## config.mk

```make
export PLATFORM = sky130hd
export DESIGN_NAME = time_critical_irq_flow
export DESIGN_NICKNAME = d
export VERILOG_FILES = /design/src/hdl/tc_irq_pkg.sv /design/src/hdl/time_critical_irq_flow.sv
export SDC_FILE = /design/constraint.sdc
export NUM_CORES = 1
export LEC_CHECK = 0
export ABC_AREA = 1
export BUFFER_PORTS_ARGS = -buffer_cell sky130_fd_sc_hd__clkbuf_2
export CELL_PAD_IN_SITES_DETAIL_PLACEMENT = 0
export CELL_PAD_IN_SITES_GLOBAL_PLACEMENT = 1
export CORE_MARGIN = 2
export CORE_UTILIZATION = 25
export DETAILED_ROUTE_END_ITERATION = 16
export GPL_ROUTABILITY_DRIVEN = 0
export PLACE_DENSITY_LB_ADDON = 0.3
export SKIP_LAST_GASP = 1
export SLEW_MARGIN = 20
export SYNTH_ARGS = -nofsm -noshare
export SYNTH_HDL_FRONTEND = slang
export SYNTH_SLANG_ARGS = --single-unit
export TNS_END_PERCENT = 10
```

## constraint.sdc

```tcl
create_clock -name pclk -period 2.5 [get_ports pclk]
set_input_delay 0.5 -clock pclk [delete_from_list [all_inputs] [get_ports pclk]]
set_output_delay 0.5 -clock pclk [all_outputs]
set_load 0.03 [all_outputs]
```

## src/hdl/tc_irq_pkg.sv

```systemverilog
// Constants shared by the time-critical interrupt flow controller
package tc_irq_pkg;
  // ----------------------------------------------------------------
  // Register byte offsets
  // ----------------------------------------------------------------
  localparam logic [7:0] OFS_PEND_LOW    = 8'h00;
  localparam logic [7:0] OFS_PEND_HIGH   = 8'h04;
  localparam logic [7:0] OFS_IER_LOW     = 8'h08;
  localparam logic [7:0] OFS_IER_HIGH    = 8'h0C;
  localparam logic [7:0] OFS_DBIER_LOW   = 8'h10;
  localparam logic [7:0] OFS_DBIER_HIGH  = 8'h14;
  localparam logic [7:0] OFS_CORE_STAT   = 8'h18;
  localparam logic [7:0] OFS_SAVED_STAT  = 8'h1C;
  localparam logic [7:0] OFS_EVT_STAT    = 8'h20;
  localparam logic [7:0] OFS_EVT_MASK    = 8'h24;
  localparam logic [7:0] OFS_ACK_VECTOR  = 8'h28;
  // ----------------------------------------------------------------
  // Field positions
  // ----------------------------------------------------------------
  localparam int BIT_GLOBAL_IRQ_MASK      = 0;
  localparam int BIT_DEBUG_EVENT_MASK     = 1;
  localparam int BIT_EMU_REG_ACCESS_ALLOW = 2;
  localparam int BIT_RT_HALTED            = 3;
  localparam int BIT_EVT_ACK              = 0;
  localparam int BIT_EVT_RETURN           = 1;
  localparam int BIT_VEC_CRITICAL         = 8;
  // ----------------------------------------------------------------
  // Reset values
  // ----------------------------------------------------------------
  localparam logic RST_GLOBAL_IRQ_MASK      = 1'b1;
  localparam logic RST_DEBUG_EVENT_MASK     = 1'b1;
  localparam logic RST_EMU_REG_ACCESS_ALLOW = 1'b0;
  localparam logic [1:0] RST_EVT_MASK       = 2'h0;
  // ----------------------------------------------------------------
  // Acknowledge sequence states
  // ----------------------------------------------------------------
  typedef enum logic [2:0] {
    ST_IDLE,
    ST_DRAIN,
    ST_BRANCH,
    ST_SERVICE,
    ST_RESTORE
  } flow_state_t;
endpackage

```

## src/hdl/time_critical_irq_flow.sv

```systemverilog
// Maskable interrupt flow with time-critical qualification and APB registers
//
// Local design decisions: the APB slave port and the register offsets.
`timescale 1ns/10ps
module time_critical_irq_flow #(
  parameter int HALF_W = 16,
  parameter int ADDR_W = 24,
  parameter int STAT_W = 16
) (
  input  wire logic                pclk,
  input  wire logic                presetn,
  input  wire logic                psel,
  input  wire logic                penable,
  input  wire logic                pwrite,
  input  wire logic [7:0]          paddr,
  input  wire logic [31:0]         pwdata,
  output logic      [31:0]         prdata,
  output logic                     pready,
  output logic                     pslverr,
  input  wire logic [2*HALF_W-1:0] irq_req,
  input  wire logic                rt_emu_halted,
  input  wire logic                drain_done,
  input  wire logic                return_exec,
  input  wire logic [ADDR_W-1:0]   interrupted_addr,
  input  wire logic [STAT_W-1:0]   core_mode_status,
  output logic                     flush_younger,
  output logic                     branch_take,
  output logic [7:0]               branch_vector,
  output logic                     resume_take,
  output logic [ADDR_W-1:0]        resume_addr,
  output logic [STAT_W-1:0]        restored_status,
  output logic                     global_irq_mask,
  output logic                     debug_event_mask,
  output logic                     emu_reg_access_allow,
  output logic                     irq
);
  localparam int N = 2 * HALF_W;

  // ----------------------------------------------------------------
  // Storage
  // ----------------------------------------------------------------
  logic [N-1:0]             pend_reg;
  logic [N-1:0]             ier_reg;
  logic [N-1:0]             dbier_reg;
  logic [N-1:0]             ack_clear;
  logic [N-1:0]             sw_clear;
  logic [N-1:0]             qual;
  logic [1:0]               evt_reg;
  logic [1:0]               evt_mask_reg;
  logic [1:0]               evt_set;
  logic [2:0]               saved_bits_reg;
  logic [ADDR_W-1:0]        saved_addr_reg;
  logic [STAT_W-1:0]        saved_stat_reg;
  logic [7:0]               vec_reg;
  logic [7:0]               vec_next;
  logic                     found;
  logic                     crit_reg;
  logic                     wr_en;
  logic                     rd_en;
  logic                     hit;
  logic [31:0]              rd_data;
  tc_irq_pkg::flow_state_t  state_reg;
  tc_irq_pkg::flow_state_t  state_next;

  // ----------------------------------------------------------------
  // APB decode
  // ----------------------------------------------------------------
  // One wait state: pready rises in the second access cycle
  assign wr_en = psel & penable & pready & pwrite;
  assign rd_en = psel & penable & ~pready;

  // Read mux, also flags unmapped addresses
  always_comb begin
    hit     = 1'b1;
    rd_data = 32'h0000_0000;
    case (paddr)
      tc_irq_pkg::OFS_PEND_LOW:   rd_data[HALF_W-1:0] = pend_reg[HALF_W-1:0];
      tc_irq_pkg::OFS_PEND_HIGH:  rd_data[HALF_W-1:0] = pend_reg[N-1:HALF_W];
      tc_irq_pkg::OFS_IER_LOW:    rd_data[HALF_W-1:0] = ier_reg[HALF_W-1:0];
      tc_irq_pkg::OFS_IER_HIGH:   rd_data[HALF_W-1:0] = ier_reg[N-1:HALF_W];
      tc_irq_pkg::OFS_DBIER_LOW:  rd_data[HALF_W-1:0] = dbier_reg[HALF_W-1:0];
      tc_irq_pkg::OFS_DBIER_HIGH: rd_data[HALF_W-1:0] = dbier_reg[N-1:HALF_W];
      tc_irq_pkg::OFS_CORE_STAT: begin
        rd_data[tc_irq_pkg::BIT_GLOBAL_IRQ_MASK]      = global_irq_mask;
        rd_data[tc_irq_pkg::BIT_DEBUG_EVENT_MASK]     = debug_event_mask;
        rd_data[tc_irq_pkg::BIT_EMU_REG_ACCESS_ALLOW] = emu_reg_access_allow;
        rd_data[tc_irq_pkg::BIT_RT_HALTED]            = rt_emu_halted;
      end
      tc_irq_pkg::OFS_SAVED_STAT: rd_data[2:0] = saved_bits_reg;
      tc_irq_pkg::OFS_EVT_STAT:   rd_data[1:0] = evt_reg;
      tc_irq_pkg::OFS_EVT_MASK:   rd_data[1:0] = evt_mask_reg;
      tc_irq_pkg::OFS_ACK_VECTOR: begin
        rd_data[7:0]                          = vec_reg;
        rd_data[tc_irq_pkg::BIT_VEC_CRITICAL] = crit_reg;   // Last entry was time-critical
      end
      default:                    hit = 1'b0;
    endcase
  end

  // Bus answer registers
  always_ff @(posedge pclk or negedge presetn) begin
    if (!presetn) begin
      pready  <= 1'b0;
      pslverr <= 1'b0;
      prdata  <= 32'h0000_0000;
    end else begin
      pready  <= rd_en;
      pslverr <= rd_en & ~hit;
      prdata  <= (rd_en & ~pwrite) ? rd_data : 32'h0000_0000;
    end
  end

  // ----------------------------------------------------------------
  // Enable registers
  // ----------------------------------------------------------------
  always_ff @(posedge pclk or negedge presetn) begin
    if (!presetn) begin
      ier_reg   <= '0;
      dbier_reg <= '0;
    end else if (wr_en) begin
      case (paddr)
        tc_irq_pkg::OFS_IER_LOW:    ier_reg[HALF_W-1:0]   <= pwdata[HALF_W-1:0];
        tc_irq_pkg::OFS_IER_HIGH:   ier_reg[N-1:HALF_W]   <= pwdata[HALF_W-1:0];
        tc_irq_pkg::OFS_DBIER_LOW:  dbier_reg[HALF_W-1:0] <= pwdata[HALF_W-1:0];
        tc_irq_pkg::OFS_DBIER_HIGH: dbier_reg[N-1:HALF_W] <= pwdata[HALF_W-1:0];
        default: ;
      endcase
    end
  end

  // ----------------------------------------------------------------
  // Pending flags
  // ----------------------------------------------------------------
  // Software clears by writing ones; a new request in that cycle wins
  always_comb begin
    sw_clear = '0;
    if (wr_en && paddr == tc_irq_pkg::OFS_PEND_LOW)
      sw_clear[HALF_W-1:0] = pwdata[HALF_W-1:0];
    if (wr_en && paddr == tc_irq_pkg::OFS_PEND_HIGH)
      sw_clear[N-1:HALF_W] = pwdata[HALF_W-1:0];
  end

  // Per-flag latch and qualification
  for (genvar i = 0; i < N; i++) begin : g_flag
    assign ack_clear[i] = (state_reg == tc_irq_pkg::ST_BRANCH) &&
                          (vec_reg == 8'(i));
    always_ff @(posedge pclk or negedge presetn) begin
      if (!presetn)
        pend_reg[i] <= 1'b0;
      else if (irq_req[i])
        pend_reg[i] <= 1'b1;
      else if (ack_clear[i] || sw_clear[i])
        pend_reg[i] <= 1'b0;
    end
    // Halted: debug enable gates, global mask ignored
    assign qual[i] = pend_reg[i] && ier_reg[i] &&
                     (rt_emu_halted ? dbier_reg[i]
                                    : !global_irq_mask);
  end

  // Lowest numbered qualified source has priority
  always_comb begin
    found    = 1'b0;
    vec_next = 8'h00;
    for (int k = 0; k < N; k++) begin
      if (qual[k] && !found) begin
        found    = 1'b1;
        vec_next = 8'(k);
      end
    end
  end

  // ----------------------------------------------------------------
  // Acknowledge sequence
  // ----------------------------------------------------------------
  // Unqualified requests never leave idle, so the program runs on
  always_comb begin
    state_next = state_reg;
    case (state_reg)
      tc_irq_pkg::ST_IDLE:    if (found) state_next = tc_irq_pkg::ST_DRAIN;
      tc_irq_pkg::ST_DRAIN:   if (drain_done) state_next = tc_irq_pkg::ST_BRANCH;
      tc_irq_pkg::ST_BRANCH:  state_next = tc_irq_pkg::ST_SERVICE;
      tc_irq_pkg::ST_SERVICE: if (return_exec) state_next = tc_irq_pkg::ST_RESTORE;
      tc_irq_pkg::ST_RESTORE: state_next = tc_irq_pkg::ST_IDLE;
      default:                state_next = tc_irq_pkg::ST_IDLE;
    endcase
  end

  // State and chosen vector; vector frozen once draining starts
  always_ff @(posedge pclk or negedge presetn) begin
    if (!presetn) begin
      state_reg <= tc_irq_pkg::ST_IDLE;
      vec_reg   <= 8'h00;
      crit_reg  <= 1'b0;
    end else begin
      state_reg <= state_next;
      if (state_reg == tc_irq_pkg::ST_IDLE && found) begin
        vec_reg  <= vec_next;
        crit_reg <= rt_emu_halted;
      end
    end
  end

  // Flush held while older instructions drain
  always_ff @(posedge pclk or negedge presetn) begin
    if (!presetn)
      flush_younger <= 1'b0;
    else
      flush_younger <= (state_next == tc_irq_pkg::ST_DRAIN);
  end

  // Branch pulse carries the source index frozen at drain entry
  always_ff @(posedge pclk or negedge presetn) begin
    if (!presetn) begin
      branch_take   <= 1'b0;
      branch_vector <= 8'h00;
    end else begin
      branch_take   <= (state_reg == tc_irq_pkg::ST_BRANCH);
      branch_vector <= vec_reg;
    end
  end

  // Context save on branch
  always_ff @(posedge pclk or negedge presetn) begin
    if (!presetn) begin
      saved_bits_reg <= 3'h0;
      saved_addr_reg <= '0;
      saved_stat_reg <= '0;
    end else if (state_reg == tc_irq_pkg::ST_BRANCH) begin
      saved_bits_reg <= {emu_reg_access_allow, debug_event_mask,
                         global_irq_mask};
      saved_addr_reg <= interrupted_addr;
      saved_stat_reg <= core_mode_status;
    end
  end

  // Restore pulse with return point and status
  always_ff @(posedge pclk or negedge presetn) begin
    if (!presetn) begin
      resume_take     <= 1'b0;
      resume_addr     <= '0;
      restored_status <= '0;
    end else begin
      resume_take     <= (state_reg == tc_irq_pkg::ST_RESTORE);
      resume_addr     <= saved_addr_reg;
      restored_status <= saved_stat_reg;
    end
  end

  // Core status bits; hardware forcing beats a software write
  always_ff @(posedge pclk or negedge presetn) begin
    if (!presetn) begin
      global_irq_mask      <= tc_irq_pkg::RST_GLOBAL_IRQ_MASK;
      debug_event_mask     <= tc_irq_pkg::RST_DEBUG_EVENT_MASK;
      emu_reg_access_allow <= tc_irq_pkg::RST_EMU_REG_ACCESS_ALLOW;
    end else if (state_reg == tc_irq_pkg::ST_BRANCH) begin
      global_irq_mask      <= 1'b1;
      debug_event_mask     <= 1'b1;
      emu_reg_access_allow <= 1'b0;
    end else if (state_reg == tc_irq_pkg::ST_RESTORE) begin
      global_irq_mask      <= saved_bits_reg[0];
      debug_event_mask     <= saved_bits_reg[1];
      emu_reg_access_allow <= saved_bits_reg[2];
    end else if (wr_en && paddr == tc_irq_pkg::OFS_CORE_STAT) begin
      global_irq_mask      <= pwdata[tc_irq_pkg::BIT_GLOBAL_IRQ_MASK];
      debug_event_mask     <= pwdata[tc_irq_pkg::BIT_DEBUG_EVENT_MASK];
      emu_reg_access_allow <= pwdata[tc_irq_pkg::BIT_EMU_REG_ACCESS_ALLOW];
    end
  end

  // ----------------------------------------------------------------
  // Event status and interrupt line
  // ----------------------------------------------------------------
  assign evt_set[tc_irq_pkg::BIT_EVT_ACK]    = (state_reg == tc_irq_pkg::ST_BRANCH);
  assign evt_set[tc_irq_pkg::BIT_EVT_RETURN] = (state_reg == tc_irq_pkg::ST_RESTORE);

  // Sticky, write one to clear, set wins
  always_ff @(posedge pclk or negedge presetn) begin
    if (!presetn) begin
      evt_reg      <= 2'h0;
      evt_mask_reg <= tc_irq_pkg::RST_EVT_MASK;
    end else begin
      if (wr_en && paddr == tc_irq_pkg::OFS_EVT_STAT)
        evt_reg <= evt_set | (evt_reg & ~pwdata[1:0]);
      else
        evt_reg <= evt_set | evt_reg;
      if (wr_en && paddr == tc_irq_pkg::OFS_EVT_MASK)
        evt_mask_reg <= pwdata[1:0];
    end
  end

  // Level output, one cycle behind the status bits
  always_ff @(posedge pclk or negedge presetn) begin
    if (!presetn)
      irq <= 1'b0;
    else
      irq <= |(evt_reg & evt_mask_reg);
  end

endmodule // time_critical_irq_flow

```

======== Yosys cells after proc, flatten, opt, wreduce, memory -nomap -nowiden ========
Cells that the tools add are included.
word-level totals
  flip-flop bits (word level) ............. 228
  bits in latches ......................... 0
  bits in writable memories ............... 0
  memory bits (read-only) ................. 0
  bits of input ports ..................... 120
  memories ................................ 0
cells by class
  $add $sub $neg .......................... 0
  multipliers ............................. 0
  divide/modulo/power cells ............... 0
  $lt $le $gt $ge ......................... 0
  equality and inequality tests ........... 46
  shifts and indexed selects .............. 0
  mux-type cells .......................... 182
  bitwise operators ....................... 14
  reductions and logical operators ........ 239
operator list
  operator            number
  $mux 8              30
  $eq 8x5->1 const B  20
  $mux 1              139
  $logic_and 1x1->1   133
  $eq 8x4->1 const B  10
  $reduce_bool 2->1   32
  $mux 16             3
  $pmux 7 s6          1
  $eq 8x3->1 const B  5
  $pmux 5 s7          1
  $logic_not 1->1     32
  $logic_or 1x1->1    32
  $eq 8x6->1 const B  3
  $pmux 2 s11         1
  $eq 8x2->1 const B  2
  $logic_not 8->1     2
  $pmux 3 s4          1
  $reduce_or 11->1    1
  $mux 3              3
  $pmux 1 s9          1
  $eq 8x1->1 const B  1
  $pmux 1 s8          1
  $reduce_and 2->1    4
  $and 1x1->1         6
  other kinds (11)    17

======== Depth between registers and ports, before layout ========
Gate-level depths: netlist of run 1.
  depth after elaboration ................. 100
  gate-level depth with buffers ........... 23
  gate-level depth less buffers ........... 23

======== Worst setup path after synthesis of run 1 ========
OpenSTA, ideal clock, no wires.
  kind .................................... register -> register
  start ................................... register global_irq_mask
  end ..................................... register state_reg[0]
  setup time .............................. 0.132 ns
  arrival time ............................ 2.732 ns
  required time ........................... 2.368 ns
  slack ................................... -0.364 ns
  cell stages (with the launch flop) ...... 20
  path buffers ............................ 0
  period minus slack after synthesis ...... 2.864 ns
  cells stage by stage .................... dfstp_2 -> nand2_4 -> clkinv_2 -> nor2_1 -> o21ai_1 -> nand4_4 -> nor2_4 -> nand4_2 -> nor2_2 -> nand4_2 -> nor2_2 -> nand4_2 -> nor2_2 -> nand4_2 -> nor3_2 -> nand4_2 -> nor2_4 -> nand4_4 -> nand2_4 -> nand3_1
on the way
  cells in the longest elaborated chain, start to end .. 99
  elaborated cells on any way between the ends .. 161
  those cells by class .................... 66 x mux; 95 x reduce/logical
RTL lines
  what                      RTL line                       source
  start: declaration        time_critical_irq_flow.sv:32   output logic global_irq_mask,
  start signal: assignment  time_critical_irq_flow.sv:253  global_irq_mask <= tc_irq_pkg::RST_GLOBAL_IRQ_MASK;
  start signal: assignment  time_critical_irq_flow.sv:261  global_irq_mask <= saved_bits_reg[0];
  start signal: assignment  time_critical_irq_flow.sv:265  global_irq_mask <= pwdata[tc_irq_pkg::BIT_GLOBAL_IRQ_MASK];
  $logic_not 1->1 *         time_critical_irq_flow.sv:158  : !global_irq_mask);
  $mux 1                    time_critical_irq_flow.sv:157  (rt_emu_halted ? dbier_reg[i]
  $logic_and 1x1->1         time_critical_irq_flow.sv:156  assign qual[i] = pend_reg[i] && ier_reg[i] &&
  $mux 1                    time_critical_irq_flow.sv:166  if (qual[k] && !found) begin
  $logic_not 1->1           time_critical_irq_flow.sv:166
  $logic_and 1x1->1         time_critical_irq_flow.sv:166
  $mux 1                    time_critical_irq_flow.sv:166
  $logic_not 1->1           time_critical_irq_flow.sv:166
  (+84 left out)            --
  $logic_and 1x1->1         time_critical_irq_flow.sv:166
  $mux 1                    time_critical_irq_flow.sv:166
  $logic_not 1->1           time_critical_irq_flow.sv:166
  $logic_and 1x1->1         time_critical_irq_flow.sv:166
  $mux 1 *                  time_critical_irq_flow.sv:166
  $mux 3 *                  time_critical_irq_flow.sv:180  tc_irq_pkg::ST_IDLE: if (found) state_next = tc_irq_pkg::ST_DRAIN;
  $pmux 3 s4 *              time_critical_irq_flow.sv:179  case (state_reg)
  via state_next[0]         time_critical_irq_flow.sv:63   tc_irq_pkg::flow_state_t state_next;
  end signal: assignment    time_critical_irq_flow.sv:192  state_reg <= tc_irq_pkg::ST_IDLE;
  end signal: assignment    time_critical_irq_flow.sv:196  state_reg <= state_next;
  end: declaration          time_critical_irq_flow.sv:62   tc_irq_pkg::flow_state_t state_reg;
Mark *: on every way through the listed nets, which the timed path passes. The rest lies on a longest branch.
A chain may end at the register's enable or synchronous reset.

======== Final worst setup path of run 1 ========
Ends and elaborated chain as after synthesis.

==> flow_summary.toml, run 1 <==
[final_layout]
filler_cell_count = 4157
num_antenna_cells = 0
layout-drive-gt1-share = 0.246
utilization = 0.335
multiInputGateArea_um2 = 3570
area_growth_pct = 31.6
layout_commonest_cell = "nand2_1"
nets = 1532
final_cell_mix = "nand2_1, dfrtp_1, clkbuf_2, inv_1, buf_4"
register_area_um2 = 5560

[sta]
max-slew-margin-rel = 0.482
skew_ns = 0.0319
fin_ws_ns = -0.532
tightest_slew_ns = 0.771
rsz0062_at_grt = "true"
clock.fmax_ghz = 0.330
slew_violations = 0
holdWs_ns = 0.117
period_minus_slack_ns = 3.03
setup_viol = 8
fin_crit_sh = 1.21
hold_viol_final = 0

[power]
powerDensity_nw_per_um2 = 872
leakagePower_uw = 0.00666
ir_worst_vdd_mv = 0.627

[place]
io_buffers = 173
pre_cts_ws_ns = -0.760
detailed_place_hpwl_um = 25200

[synthesis]
yosys_warnings = 0
synth_area_per_cell_um2 = 8.71
synthArstFlopShare = 1.00
ys_types = 42
syn_inst = 1135
yosys_register_bits = 222
synth_top_area_cell = "dfrtp_1"
synth.area.top_cells = "dfrtp_1, nand2_1, inv_1"
syn_area_um2 = 9890
ys_seq_area_frac = 0.562
synth_top_area_frac = 0.557
synth_edf_count = 0
synth_flop_cell = "dfrtp_1"

[global_routing]
gr-total-overflow = 0
grt.total_usage = 0.168
grt_pass1_wl_um = 53300
antenna_found_initial = 2
grt_pass1_vias = 8977
grt_max_degree = 62

[clocking]
cts_setup_buffers = 0
clk_pin_slew_worst_paths_ns = 0.06
clockBufferDepth = 3
numCtsBuffers = 28
cts-htree-levels = 1
cts_tree = "done"
insertion_delay_ns = 0.58
clock_sinks = 222
cts-root-buf = "clkbuf_16"

[floorplan]
coreArea_um2 = 38800
row_count = 72
dieArea_um2 = 41200
dieHeight_um = 203
top_level_ports = 209
die-width_um = 203
start_util = 0.255

[run_status]
violations = "setup timing"
status = "complete, but fails checks"

[routing]
drc_errors = 0
drt-total-wl_um = 34400
drt_iter0_drc = 483
dr.pass1.iters = 5
routedWlPerCell_um = 17.7
ant_nets = 0
vias = 8787
viasPerCell = 4.51

[min_path]
hold_class = "in2reg"

[setup_path]
crit_top_cell = "nand4_2"
worstSetupPathType = "reg2reg"
start_kind = "register"
end_kind = "register"
crit_slowest_cell = "dfstp_2"
worstPathMaxFanout = 8
worstPathArrival_ns = 3.48
crit_required_ns = 2.95
slowest_delay_ns = 0.56
path_cells = "nand2_4 > nand3_1 > nand2_1 > nor2_4 > nand4_4 > nor2_4 > nand4_2 > nor2_2 > nand4_2 > nor2_2 > nand4_2 > nor2_2 > nand4_2 > nor3_2 > nand4_2 > nor2_4 > nand4_4 > nand2_4 > nand3_1"

[flow_run]
cap_violations = 0
==> synth_stat cells, types with 2 or more instances <==
cell and n:
nand2_1 313, dfrtp_1 220, inv_1 142, o21ai_0 95
nor2_1 89, clkbuf_1 34, o22ai_1 33, o21bai_1 32
nand3_1 22, a221oi_1 20, buf_4 19, nor4_1 18
nor3_1 17, nand4_1 11, a31oi_1 9, nand4_2 5
a21oi_1 4, o2111ai_1 4, o221ai_1 4, o41ai_1 4
a211oi_1 3, and3_1 3, nor2_2 3, nor2_4 3
a41oi_1 2, buf_1 2, clkinv_1 2, dfstp_2 2
inv_2 2, nand2_4 2, nand4_4 2, o211ai_1 2
o21ai_1 2, o21ai_2 2
==> metrics by stage <==
stage          power (µW)  instances  cell area, µm²  setup TNS, ns
6_report            11300       1948           13000          -4.12
2_1_floorplan        6330       1153            9960          -2.69
4_1_cts             11600       1948           13000          -4.19
3_3_place_gp         7390       1899           12100          -4.96
3_5_place_dp         7400       1899           12100          -5.97
5_1_grt             12000       1948           13000          -6.62
==> layout make-up <==
type,instances,area share
tap,518,0.0498
clock inverter,8,0.00903
clock buffer,40,0.0619
inverter,147,0.0425
sequential,222,0.427
timing repair buffer,285,0.136
multi-input combinational,728,0.274
==> critical path, delay by kind of cell (launching register included) <==
kind          cells  cell delay, ns
simple gates     19            2.37
flops             1            0.56
==> timing repair <==
action,in CTS,in global routing
cloned,0,0
hold endpoints to repair,49,0
pin swaps,0,0
hold buffers,1,0
gates resized for setup,0,1
endpoints found under the setup margin,8,8
==> worst paths after layout <==
path / depth (start not counted) / startpoint / end / slack (ns)
hold / removal: 3 / core_mode_status[6] / saved_stat_reg[6] / 0.12
setup / recovery: 19 / global_irq_mask / state_reg[0] / -0.53
hold reg to reg: 0 / saved_addr_reg[5] / resume_addr[5] / 0.37
setup reg to reg: 19 / global_irq_mask / state_reg[0] / -0.53
max in group asynchronous: 3 / presetn / resume_addr[3] / 1.33
min in group asynchronous: 2 / presetn / prdata[4] / 0.47
==> per-layer routing <==
metal / share of wire / wire (µm) / global-route usage / vias up
li1: - / - / - / 4240
met1: 0.45 / 15500 / 0.226 / 4226
met2: 0.45 / 15400 / 0.266 / 249
met3: 0.067 / 2320 / 0.0440 / 68
met4: 0.033 / 1140 / 0.0511 / 4
met5: 0.00076 / 26 / 0 / -
==> logic make-up (layout without fill, tap and decap cells) <==
group | after synthesis | after routing | share of synthesized area
and+or+nand+nor | 490 | 490 | 0.213
DFF | 222 | 222 | 0.562
buffers and inverters | 203 | 480 | 0.0851
other | 1 | 19 | 0.000379
AOI/OAI and AO/OA | 219 | 219 | 0.140
==> report_power, final <==
| part | internal, µW | leakage (µW) | switching, µW |
|---|---|---|---|
| clock network | 2430 | 0.000451 | 1600 |
| registers | 4350 | 0.00277 | 342 |
| logic | 706 | 0.00344 | 1920 |
No activity file was read; power rests on OpenSTA's default activity.
==> inputs of run 2 (changes only) <==
ABC_AREA = unset   (was 1)
==> run 2 against run 1 <==
Compared with the run above:
- the run now ends clean
- combinational power about the same
- final cell count decreased by 12%
- synthesized area decreased by 1.3%
- count of clock-buffer cells in the layout increased by 3
- worst hold slack better by 0.015 ns
- core utilization decreased by 0.70 points
- critical endpoint is now crit_reg
- highest routed layer is now met4
==> flow_summary.toml, run 2 <==
[routing]
ant_nets = 0
drc_errors = 0
viasPerCell = 4.50
routedWlPerCell_um = 18.3
dr.pass1.iters = 5
drt-total-wl_um = 31500
drt_iter0_drc = 328
vias = 7732

[synthesis]
synth-compound-area-share = 0.109
synth.area.top_cells = "dfrtp_1, nand2_1, mux2_2"
synth_flop_cell = "dfrtp_1"
ys_types = 60
synth-adder-area-share = 0
yosys.area_share.simple = 0.169
syn_inst = 930
synth_xor_xnor_area_share = 0
yosys.cell_count.top_type = "nand2_1"
yosys_register_bits = 222
syn_area_um2 = 9760
synth_top_family_by_area = "simple AND/OR/NAND/NOR gates"
synth_top_area_cell = "dfrtp_1"
synth_top_area_frac = 0.564
synth_edf_count = 0
synthTopCellsByCount = "nand2_1, dfrtp_1, mux2_2, nor2_1, a21oi_1"
synth_area_per_cell_um2 = 10.5
muxShareOfSynthArea = 0.117
synthArstFlopShare = 1.00
ys_seq_area_frac = 0.569
yosys_warnings = 0

[setup_path]
end_kind = "register"
start_kind = "register"
crit_required_ns = 2.93
worstPathArrival_ns = 2.88
r2r_setup_slack_ns = 0.05
worstSetupPathType = "reg2reg"
worstPathMaxFanout = 14

[floorplan]
coreArea_um2 = 38600
dieHeight_um = 202
dieArea_um2 = 40600
top_level_ports = 209
row_count = 72
die-width_um = 202
start_util = 0.253

[power]
intPower_uw = 7410
power_uw = 11100
leakagePower_uw = 0.00590
power_frac_seq = 0.418
pwr-share-clk = 0.346
swShare = 0.334
powerDensity_nw_per_um2 = 880
p_comb_frac = 0.236
ir_worst_vdd_mv = 0.687
p_switching_uw = 3720

[global_routing]
gr-usage-met2 = 0.244
antenna_found_initial = 4
grt_pass1_wl_um = 48800
grt_pass1_vias = 7939
grt.total_usage = 0.156
top_usage_layer = "met2"
grt_max_degree = 72
gr-total-overflow = 0
met3_usage = 0.0452
use_met1 = 0.207

[sta]
fin_crit_sh = 0.979
setup_viol = 0
clock.fmax_ghz = 0.409
tightest_slew_ns = 0.839
hold_viol_final = 0
period_minus_slack_ns = 2.45
slew_violations = 0
skew_ns = 0.0168
fin_ws_ns = 0.0529
rsz0062_at_grt = "true"
max-slew-margin-rel = 0.439

[min_path]
hold_class = "in2reg"

[final_layout]
area_growth_pct = 29.7
nets = 1299
layout_commonest_cell = "nand2_1"
utilization = 0.328
stdcell_count = 1720
final_cell_mix = "nand2_1, dfrtp_1, clkbuf_2, buf_4, mux2_2"
layout-drive-gt1-share = 0.353

[run_status]
status = "completed"

[place]
detailed_place_hpwl_um = 22600
io_buffers = 173
dp.cells = 1659
pre_cts_ws_ns = -0.186

[clocking]
clockBufferDepth = 3
insertion_delay_ns = 0.55
cts-htree-levels = 1
clock_sinks = 222
cts-root-buf = "clkbuf_16"
cts_tree = "done"
clk_pin_slew_worst_paths_ns = 0.06
numCtsBuffers = 27

[flow_run]
cap_violations = 0
## run 2: worst paths after layout
check | from | cells after the start | endpoint
max in group asynchronous | presetn | 3 | resume_addr[3]
max reg2reg | global_irq_mask | 8 | crit_reg
min | interrupted_addr[20] | 3 | saved_addr_reg[20]
min reg2reg | saved_addr_reg[21] | 0 | resume_addr[21]
max | global_irq_mask | 8 | crit_reg
min in group asynchronous | presetn | 2 | pslverr
## run 2: cells by family after synthesis
family	Yosys count
compound gates	149
mux	105
flops	222
other cells	1
simple gates	387
buf+inv	66
## run 2: timing repair
action / in CTS / in global routing
pin swaps: 5 / 1
hold buffers: 1 / 0
setup endpoints to repair: 1 / 8
hold endpoints to repair: 48 / 0
buffers inserted: 7 / 0
resized for setup: 6 / 0
gates cloned: 1 / 0
## run 2: routing by layer
layer / part of all wire / wire, µm
met5: 0 / 0
met4: 0.028 / 874
met3: 0.067 / 2120
met1: 0.45 / 14300
met2: 0.45 / 14300
## run 2: metrics by stage
| stage | TNS (ns) | cell area (µm²) | hold WS, ns |
|---|---|---|---|
| floorplan | -0.0581 | 9830 | 0.204 |
| global placement | -0.461 | 11700 | 0.358 |
| detailed placement | -0.581 | 11700 | 0.360 |
| CTS | 0 | 12700 | 0.110 |
| global route | -0.216 | 12700 | 0.120 |
| finish | 0 | 12700 | 0.132 |
## run 2: critical path: stages, from the launching register on
cell and delay [ns]:
dfstp_2 0.52, or2_4 0.14, buf_6 0.16, a21oi_1 0.13
nor4_4 0.33, nand3_2 0.16, nor4_4 0.34, a21o_1 0.22
mux2_4 0.31
## run 2: layout make-up
cell class	count	area [µm²]
Tap cell	518	648
Clock inverter	6	65.1
Antenna cell	3	7.51
Fill cell	4102	25900
Multi-Input combinational cell	660	3950
Sequential cell	222	5560
Clock buffer	43	806
Timing Repair Buffer	262	1600
Inverter	6	22.5
## run 2: power by group through the flow
| stage | Combinational, µW | Clock (µW) | Sequential (µW) |
|---|---|---|---|
| floorplan | 950 | 0 | 5360 |
| global placement | 2620 | 0 | 4700 |
| detailed placement | 2620 | 0 | 4720 |
| CTS | 2680 | 3990 | 4660 |
| global route | 2880 | 4140 | 4750 |
| finish | 2630 | 3850 | 4650 |
